`src/periph_reset_pkg.sv`:
```
// constants and types for the peripheral soft reset register block
package periph_reset_pkg;

   // bus geometry
   localparam int ADDR_W = 4;
   localparam int DATA_W = 32;
   localparam int BE_W   = DATA_W / 8;

   // byte addresses of the registers
   localparam logic [ADDR_W-1:0] OFS_HOLD_CFG  = 4'h0;
   localparam logic [ADDR_W-1:0] OFS_RST_CTRL0 = 4'h4;
   localparam logic [ADDR_W-1:0] OFS_RST_STAT  = 4'h8;

   // reset bit positions in peripheral_reset_control_0
   localparam int NUM_BITS                 = 17;
   localparam int BIT_TWOWIRE_CTRL_RESET   = 16;
   localparam int BIT_SERIAL_PERIPH_RESET  = 13;
   localparam int BIT_ASYNC_SERIAL_ONE     = 12;
   localparam int BIT_ASYNC_SERIAL_ZERO    = 11;
   localparam int BIT_TIMER_THREE_RESET    = 8;
   localparam int BIT_TIMER_TWO_RESET      = 7;
   localparam int BIT_TIMER_ONE_RESET      = 6;
   localparam int BIT_TIMER_ZERO_RESET     = 5;
   localparam int BIT_PIN_PORT_ONE_RESET   = 3;
   localparam int BIT_PIN_PORT_ZERO_RESET  = 2;
   localparam int BIT_WATCHDOG_ZERO_RESET  = 1;
   localparam int BIT_DMA_RESET            = 0;

   // bits that carry a reset action; 15:14, 10:9 and 4 do not
   localparam logic [NUM_BITS-1:0] IMPL_MASK = 17'h139ef;
   localparam logic [NUM_BITS-1:0] CTRL_RESET_VAL = 17'h00000;

   // hold configuration register
   localparam int HOLD_W = 8;
   localparam logic [HOLD_W-1:0] HOLD_RESET_VAL = 8'h00;

   // status register layout
   localparam int STAT_ANY_BIT = 17;

   // least reset pulse on a peripheral, in ns, and its cycle count at clk_sys
   localparam int CLK_PERIOD_PS = 5000;
   localparam int RST_MIN_NS    = 100;
   localparam int RST_MIN_CYC   = (RST_MIN_NS * 1000 + CLK_PERIOD_PS - 1) / CLK_PERIOD_PS;
   localparam int CNT_W         = 16;

   // bus handshake states
   typedef enum logic [1:0]
   {
      BUS_IDLE = 2'b01,
      BUS_ANS  = 2'b10
   } bus_state_t;

endpackage

```
`src/reset_seq_if.sv`:
```
// carrier between the register front end and the reset pulse generator
`timescale 1ns/1ps
`default_nettype none
interface reset_seq_if #(
   parameter int N  = 17,
   parameter int CW = 16
);
   logic [N-1:0]  start;
   logic [CW-1:0] holdCycles;
   logic [N-1:0]  busy;
   logic [N-1:0]  done;

   modport ctrl
   (
      output start,
      output holdCycles,
      input  busy,
      input  done
   );

   modport seq
   (
      input  start,
      input  holdCycles,
      output busy,
      output done
   );
endinterface
`default_nettype wire

```
`src/reset_pulse_gen.sv`:
```
// per-peripheral reset pulse counters
`timescale 1ns/1ps
`default_nettype none
module reset_pulse_gen
   import periph_reset_pkg::*;
#(
   parameter int N  = NUM_BITS,
   parameter int CW = CNT_W
)
(
   // clock and reset
   input wire logic   clk_sys,
   input wire logic   rst,
   input wire logic   clkEn,
   // link to register front end
   reset_seq_if.seq   link
);

   genvar i;
   generate
      for (i = 0; i < N; i++)
      begin : g_chan
         logic [CW-1:0] cnt_r;

         // finishing in this cycle, so the control bit falls on the same edge as the line
         assign link.done[i] = link.busy[i] && (cnt_r <= CW'(1));

         // busy doubles as the peripheral's reset line
         always_ff @(posedge clk_sys or posedge rst)
         begin
            if (rst)
            begin
               cnt_r        <= '0;
               link.busy[i] <= 1'b0;
            end
            else if (clkEn)
            begin
               if (link.start[i])
               begin
                  // a new start wins over a finish in the same cycle
                  cnt_r        <= link.holdCycles;
                  link.busy[i] <= 1'b1;
               end
               else if (link.busy[i])
               begin
                  if (cnt_r <= CW'(1))
                  begin
                     link.busy[i] <= 1'b0;
                  end
                  else
                  begin
                     cnt_r <= cnt_r - CW'(1);
                  end
               end
            end
         end
      end
   endgenerate

endmodule
`default_nettype wire

```
`src/periph_reset_ctrl.sv`:
```
// peripheral soft reset register with Avalon-MM slave
//
// Notes on behaviour
// - writing one starts that module's reset only
// - bit reads one until reset completes
// - watchdog bit 1, timers 8-5, ports 3-2
// - DMA bit 0; 15:14,10:9,4 reserved
//
// The implementer's own choice: the Avalon-MM slave port.
`timescale 1ns/1ps
`default_nettype none
module periph_reset_ctrl
   import periph_reset_pkg::*;
#(
   parameter int MIN_CYCLES = RST_MIN_CYC
)
(
   // clock, reset, enable
   input  wire logic                clk_sys,
   input  wire logic                rst,
   input  wire logic                clkEn,
   // Avalon-MM slave
   input  wire logic [ADDR_W-1:0]   address,
   input  wire logic                read,
   input  wire logic                write,
   input  wire logic [DATA_W-1:0]   writedata,
   input  wire logic [BE_W-1:0]     byteenable,
   output logic      [DATA_W-1:0]   readdata,
   output logic                     waitrequest,
   // per-peripheral reset lines, active high
   output logic      [NUM_BITS-1:0] periphRst
);

   reset_seq_if #(.N(NUM_BITS), .CW(CNT_W)) seqLink ();

   bus_state_t          busState_r;
   bus_state_t          busState_nxt;
   logic [NUM_BITS-1:0] ctrl_r;
   logic [HOLD_W-1:0]   extraHold_r;
   logic [DATA_W-1:0]   readdata_r;
   logic [DATA_W-1:0]   rdValue;
   logic [DATA_W-1:0]   laneMask;
   logic [NUM_BITS-1:0] startReq;
   logic                wrCommit;
   logic                reqSeen;

   // register selection, shared by read mux and write path
   function automatic logic hitReg(input logic [ADDR_W-1:0] a, input logic [ADDR_W-1:0] ofs);
      hitReg = (a == ofs);
   endfunction

   // byte enables widened to a bit mask
   genvar b;
   generate
      for (b = 0; b < BE_W; b++)
      begin : g_lane
         assign laneMask[b*8 +: 8] = {8{byteenable[b]}};
      end
   endgenerate

   // handshake: take in IDLE, answer one cycle later with waitrequest low
   // limitation: keep clkEn high across a transfer; a write answered while frozen is lost
   assign reqSeen  = (read || write) && (busState_r == BUS_IDLE);
   assign wrCommit = write && (busState_r == BUS_ANS);

   always_comb
   begin
      busState_nxt = busState_r;
      unique case (busState_r)
         BUS_IDLE:
         begin
            if (read || write)
            begin
               busState_nxt = BUS_ANS;
            end
         end
         BUS_ANS:
         begin
            busState_nxt = BUS_IDLE;
         end
      endcase
   end

   always_ff @(posedge clk_sys or posedge rst)
   begin
      if (rst)
      begin
         busState_r  <= BUS_IDLE;
         waitrequest <= 1'b1;
      end
      else if (clkEn)
      begin
         busState_r  <= busState_nxt;
         waitrequest <= !(busState_nxt == BUS_ANS);
      end
   end

   // read mux; unmapped addresses and reserved bits read zero
   always_comb
   begin
      rdValue = '0;
      if (hitReg(address, OFS_HOLD_CFG))
      begin
         rdValue[HOLD_W-1:0] = extraHold_r;
      end
      else if (hitReg(address, OFS_RST_CTRL0))
      begin
         rdValue[NUM_BITS-1:0] = ctrl_r & IMPL_MASK;
      end
      else if (hitReg(address, OFS_RST_STAT))
      begin
         rdValue[NUM_BITS-1:0] = seqLink.busy & IMPL_MASK;
         rdValue[STAT_ANY_BIT] = |(seqLink.busy & IMPL_MASK);
      end
   end

   always_ff @(posedge clk_sys or posedge rst)
   begin
      if (rst)
      begin
         readdata_r <= '0;
      end
      else if (clkEn && reqSeen && read)
      begin
         readdata_r <= rdValue;
      end
   end

   assign readdata = readdata_r;

   // a one written to an implemented bit starts it; zeros and reserved bits do nothing
   always_comb
   begin
      startReq = '0;
      if (wrCommit && hitReg(address, OFS_RST_CTRL0))
      begin
         startReq = writedata[NUM_BITS-1:0] & laneMask[NUM_BITS-1:0] & IMPL_MASK;
         // already running and not finishing now: ignored, count is not stretched
         startReq = startReq & ~(ctrl_r & ~seqLink.done);
      end
   end

   assign seqLink.start      = clkEn ? startReq : '0;
   assign seqLink.holdCycles = CNT_W'(MIN_CYCLES) + CNT_W'(extraHold_r);

   // control bits: set by accepted write, cleared by hardware at completion; set wins
   always_ff @(posedge clk_sys or posedge rst)
   begin
      if (rst)
      begin
         ctrl_r <= CTRL_RESET_VAL;
      end
      else if (clkEn)
      begin
         ctrl_r <= ((ctrl_r & ~seqLink.done) | startReq) & IMPL_MASK;
      end
   end

   // extra hold cycles added to the least reset pulse
   always_ff @(posedge clk_sys or posedge rst)
   begin
      if (rst)
      begin
         extraHold_r <= HOLD_RESET_VAL;
      end
      else if (clkEn && wrCommit && hitReg(address, OFS_HOLD_CFG) && byteenable[0])
      begin
         extraHold_r <= writedata[HOLD_W-1:0];
      end
   end

   // bit positions per peripheral fixed by the package mask
   reset_pulse_gen #(
      .N  (NUM_BITS),
      .CW (CNT_W)
   ) u_pulse (
      .clk_sys (clk_sys),
      .rst     (rst),
      .clkEn   (clkEn),
      .link    (seqLink)
   );

   assign periphRst = seqLink.busy;

endmodule
`default_nettype wire

```
`config.mk`:
```
export PLATFORM = sky130hd
export DESIGN_NAME = periph_reset_ctrl
export DESIGN_NICKNAME = d
export VERILOG_FILES = /design/src/periph_reset_pkg.sv /design/src/reset_seq_if.sv /design/src/reset_pulse_gen.sv /design/src/periph_reset_ctrl.sv
export SDC_FILE = /design/constraint.sdc
export NUM_CORES = 1
export LEC_CHECK = 0
export ABC_CLOCK_PERIOD_IN_PS = 17750
export BUFFER_PORTS_ARGS = -buffer_cell sky130_fd_sc_hd__buf_2
export CORE_MARGIN = 1.5
export CORE_UTILIZATION = 55
export DETAILED_ROUTE_END_ITERATION = 8
export PLACE_DENSITY = 0.81
export SLEW_MARGIN = 5
export SYNTH_ARGS = -nofsm -noshare
export SYNTH_HDL_FRONTEND = slang
export SYNTH_SLANG_ARGS = --single-unit
```
`constraint.sdc`:
```
create_clock -name clk_sys -period 17.75 [get_ports clk_sys]
set_input_delay 2.6625 -clock clk_sys [delete_from_list [all_inputs] [get_ports clk_sys]]
set_output_delay 2.6625 -clock clk_sys [all_outputs]
set_load 0.005 [all_outputs]
```
Word level (Yosys, flattened, before mapping)
Index checks and enable logic that the tools add are counted.
{"block": "word_totals", "out_inout_bits": 50, "elab_cells": 276, "reg_bits": 330, "in_bits": 45}
{"block": "op_classes", "eq_ne": 22, "magnitude_cmp": 17, "reduce_logical": 63, "addsub": 18, "n_bitwise": 6, "mux": 111}
{"op": "16-bit 2-to-1 mux", "count": 51}
{"op": "16-bit by 1-bit <= comparator with 1-bit output, second input constant", "count": 17}
{"op": "16-bit by 1-bit subtractor with 16-bit output, second input constant", "count": 17}
{"op": "1-bit 2-to-1 mux", "count": 52}
{"op": "17-bit bitwise AND", "count": 3}
{"op": "17-bit 2-to-1 mux", "count": 3}
{"op": "3-bit AND reduction", "count": 17}
{"op": "2-bit != test, second input constant", "count": 17}
{"op": "17-bit inverter", "count": 2}
{"op": "2-bit nonzero test", "count": 17}
{"op": "1-bit logical AND", "count": 25}
{"op": "18-bit 2-to-1 mux", "count": 1}
{"op": "17-bit bitwise OR", "count": 1}
{"op": "12-bit OR reduction", "count": 1}
{"op": "10-bit 2-to-1 mux", "count": 1}
{"op": "5-bit by 8-bit adder with 9-bit output, first input constant", "count": 1}
{"op": "8-bit 2-to-1 mux", "count": 1}
{"op": "2-bit equality test, second input constant", "count": 2}
{"op": "4-bit by 3-bit equality test with 1-bit output, second input constant", "count": 1}
{"op": "4-bit equality test, second input constant", "count": 1}
{"op": "4-bit logical NOT", "count": 1}
{"op": "2-bit one-hot mux with 2 select lines", "count": 1}
{"op": "2-bit by 1-bit equality test with 1-bit output, second input constant", "count": 1}
{"op": "2-bit 2-to-1 mux", "count": 1}
{"op": "other kinds (2)", "count": 2}

Depth between registers and ports, before layout
{"block": "logic_depth", "ltp_word": 10, "ltp_mapped": 10, "ltp_nobuf": 8}

Modules after synthesis
A second synthesis with hierarchy kept.
{"block": "unflattened", "cells_unflattened": 2376, "hier_area_um2": 20510.9}
{"mod": "reset_pulse_gen", "area_per_inst_um2": 18378.9, "cells_each": 2145, "n_inst": 1}
{"mod": "periph_reset_ctrl", "area_per_inst_um2": 2132.0, "cells_each": 231, "n_inst": 1}

Worst setup path after synthesis
OpenSTA, ideal clock, no wires.
{"block": "synth_timing", "path_type": "input port to flip-flop", "from": "in address[1]", "to": "reg u_pulse.g_chan[0].cnt_r[11]", "path_slack_ns": 13.252, "required_ns": 17.673, "setup_time_ns": 0.077, "path_buffers": 1, "path_stages": 7, "t_arrival_ns": 4.420, "path_cell_list": "nor4b_4 and3_1 clkbuf_1 nand2_1 o21a_1 or4b_1 a21oi_1"}
{"block": "synth_between", "elab_chain_len": 6, "word_cells_on_any_way": 8, "classes_between": "2 x eq/ne; 3 x mux; 3 x reduce/logical"}
{"element": "start: declaration", "line": "periph_reset_ctrl.sv:23", "source": "input wire logic [ADDR_W-1:0] address,"}
{"element": "4-bit by 3-bit equality test with 1-bit output *", "line": "periph_reset_ctrl.sv:49", "source": "hitReg = (a == ofs);"}
{"element": "1-bit logical AND *", "line": "periph_reset_ctrl.sv:135", "source": "if (wrCommit && hitReg(address, OFS_RST_CTRL0))"}
{"element": "17-bit 2-to-1 mux *", "line": "periph_reset_ctrl.sv:135"}
{"element": "17-bit 2-to-1 mux *", "line": "periph_reset_ctrl.sv:143", "source": "assign seqLink.start = clkEn ? startReq : '0;"}
{"element": "2-bit != test (no source line) or 2-bit nonzero test (tied branches)"}
{"element": "3-bit AND reduction (no source line)"}
{"element": "end signal: assignment", "line": "reset_pulse_gen.sv:41", "source": "cnt_r <= link.holdCycles;"}
{"element": "end signal: assignment", "line": "reset_pulse_gen.sv:52", "source": "cnt_r <= cnt_r - CW'(1);"}
{"element": "end: declaration", "line": "reset_pulse_gen.sv:23", "source": "logic [CW-1:0] cnt_r;"}
Every way passes the cells marked *; elsewhere a longest branch is shown, timed or not.
A chain may end at the register's enable or synchronous reset.

Final worst setup path
{"block": "layout_timing", "from": "in clkEn", "to": "reg u_pulse.g_chan[0].cnt_r[11]"}
{"block": "layout_between", "elab_chain_len": 3, "word_cells_on_any_way": 5, "classes_between": "1 x eq/ne; 2 x mux; 2 x reduce/logical"}
{"element": "start: declaration", "line": "periph_reset_ctrl.sv:21", "source": "input wire logic clkEn,"}
{"element": "17-bit 2-to-1 mux", "line": "periph_reset_ctrl.sv:143"}
{"element": "2-bit != test (no source line) or 2-bit nonzero test (tied branches)"}
{"element": "3-bit AND reduction (no source line)"}
Parallel ways exist; a longest one is shown, timed or not.

==> results.cfg <==
[logic_synthesis]
muxShareOfSynthArea = 0.0317
synthFlopType = dfrtp_1
syn_inst = 1770
async_reset_ff_frac = 1.00
synth_edf_count = 0
synth_xor_area_frac = 0.114
synth-simple-area-share = 0.219
synth_area_leaders = dfrtp_1, xor2_1, xnor2_1, nor2_1, nand2_1
yosysSeqAreaShare = 0.476
avgSynthCellArea_um2 = 9.69
ys_warn_count = 0
netlist_area_mm2 = 0.0172
synth_top_family_by_area = simple AND/OR/NAND/NOR gates
ys_types = 76
synth_adder_area_share = 0.0255
yosys.area.top_type = dfrtp_1
synth_seq_cells = 326
yosysTopAreaCellShare = 0.473
synth_compound_gate_area_share = 0.101

[clocking]
clock_path_buffers = 3
cts.sinks = 326
cts_tree = built
h-tree-depth = 2
clkLatencyLatePin_ps = 520
postCtsSetupBuffers = 0
hold_buffers = 0
clkTransAtPathRegs_ps = 60
cts_resized = 0
cts_buffers = 36
cts-root-buf = clkbuf_16

[critical_path]
cp-start-kind = input port
rr_endpoint = u_pulse.g_chan[11].cnt_r[3]
worst-path-stages = 8
path_buf_inv = 3
endpoint_kind = flip-flop
cp_cell_sequence = buf_2 -> buf_4 -> inv_1 -> nor2_1 -> o21ai_0 -> o21a_1 -> or4b_1 -> a21oi_1
cp.arrival_ps = 5610
startpoint = clkEn
slowest_delay_ps = 510
crit_fanout = 33
path_class = in -> reg
rr_startpoint = u_pulse.g_chan[11].cnt_r[4]
reg2reg_depth = 5
cp_top_family = buffers and inverters
crit_end = u_pulse.g_chan[0].cnt_r[11]
rrSetupSlack_ps = 14710
cp_slowest_cell = or4b_1
crit_required_ps = 18190

[finish]
fin_area_mm2 = 0.0189
area_growth_pct = 10.3
finalNetCount = 1907
layout-drive-gt1-share = 0.0984
most-common-layout-cells = dfrtp_1, nor2_1, nand2_1
final_common_cell = dfrtp_1

[pwr]
pwr_density_cell_mw_per_mm2 = 126
ir_drop_mv = 0.0579
leakage_uw = 0.00902

[min_path]
min-delay-start = u_pulse.g_chan[9].cnt_r[5]
holdCritPathClass = reg -> reg

[die]
fp.dieW_um = 180
die_area_mm2 = 0.0323
die_y_um = 180
num_io_pins = 95
initial_core_util = 0.559
rows = 64
coreArea_mm2 = 0.0307

[timing]
whs_ps = 464
setup_tns_ps = 0
max_freq_mhz = 193
maxSlewViolCount = 0
final_hold_viol_count = 0
setup_violations = 0
maxSlewHeadroom = 0.0624
worstMarginPinSlew_ps = 1400
timing.final.crit_share = 0.291
fin_skew_ps = 17.5
rsz0062_at_grt = false
period_minus_slack_ps = 5170

[route]
antenna_left = 0
dr.pass1.iters = 6
routed_wl_um = 39400
drt-initial-drc-count = 1094
routedWlPerCell_um = 17.6
num_vias = 13400
drc = 0
viasPerCell = 5.95

[global_route]
use_met1 = 0.329
grt_pass1_vias = 13100
overflow = 0
busiest_layer = met2
antenna_found_initial = 1
grt_pass1_wl_um = 65900
grt_max_degree = 142
use_met2 = 0.403
grt_use_met3 = 0.0521
track_usage = 0.247

[placement]
portBuffers = 56
place_area_mm2 = 0.0178
dp.final_hpwl_um = 26100
gp_congestion = 0.892

[job]
drv_cap = 0

[status]
status = complete, no violations
[worst reg2reg max path: stages, from the launching register on]
cell and delay, ps:
dfrtp_1 420, or4_1 660, or4b_1 550, or3_4 370, o22ai_4 500, mux2_2 410
[registers in the layout, summed over array words and instances, names as in the netlist]
| name | flops |
|---|---|
| busState_r | 2 |
| ctrl_r | 12 |
| extraHold_r | 8 |
| readdata | 14 |
| u_pulse.g_chan.cnt_r | 272 |
| u_pulse.link.busy | 17 |
| waitrequest | 1 |
[worst min path at each step]
stage | cells past startpoint | to
after floorplan | 1 | u_pulse.g_chan[9].cnt_r[5]
after global placement | 1 | u_pulse.g_chan[4].cnt_r[5]
after detailed placement | 1 | u_pulse.g_chan[9].cnt_r[5]
after CTS | 1 | u_pulse.g_chan[9].cnt_r[5]
after global routing | 1 | u_pulse.g_chan[9].cnt_r[5]
final | 1 | u_pulse.g_chan[9].cnt_r[5]
[routing by layer]
| metal | wire length [µm] | part of all wire |
|---|---|---|
| met1 | 16600 | 0.42 |
| met2 | 18900 | 0.48 |
| met3 | 2890 | 0.073 |
| met4 | 1080 | 0.027 |
| met5 | 0 | 0 |
[Yosys cell counts (all sizes together) (18+ instances only)]
library cell,instances
xor2,120
mux2i,33
mux2,19
buf,32
dfrtp,324
nor3,81
nand3,54
nor4,54
nand2b,21
o21ai,94
xnor2,103
or3,33
a21oi,69
nand2,150
clkbuf,40
nor2,207
nand3b,18
ha,35
a211oi,18
inv,53
or4,37
[layout make-up]
cell class	count	area, µm²
Antenna cell	1	2.50
Clock buffer	51	1050
Clock inverter	9	80.1
Fill cell	2418	11800
Inverter	53	206
Multi-Input combinational cell	1336	8510
Sequential cell	326	8160
Tap cell	396	495
Timing Repair Buffer	74	415
[cell families (layout without fill, tap and decap cells)]
kind of cell	count (synthesis)	in the layout
other	1	19
buffers and inverters	125	187
DFF	326	326
AOI/OAI and AO/OA	274	274
adders and majority gates	35	35
muxes	52	52
and+or+nand+nor	734	734
xor gates and xnor gates	223	223
[metrics by stage]
step / utilization / setup slack, ps / total power (µW) / std cells
floorplan: - / 6060 / 1490 / 1787
global placement: 0.580 / 12240 / 1620 / 2185
detailed placement: 0.580 / 12190 / 1660 / 2185
CTS: 0.617 / 12680 / 2380 / 2245
global route: 0.617 / 12510 / 2520 / 2245
finish: 0.617 / 12580 / 2380 / 2246
[power breakdown]
part           switching, µW  internal (µW)  total (µW)
sequential               150            882        1030
combinational            374            255         629
clock                    297            424         722
Note: power is estimated with default switching activity, not from simulation.
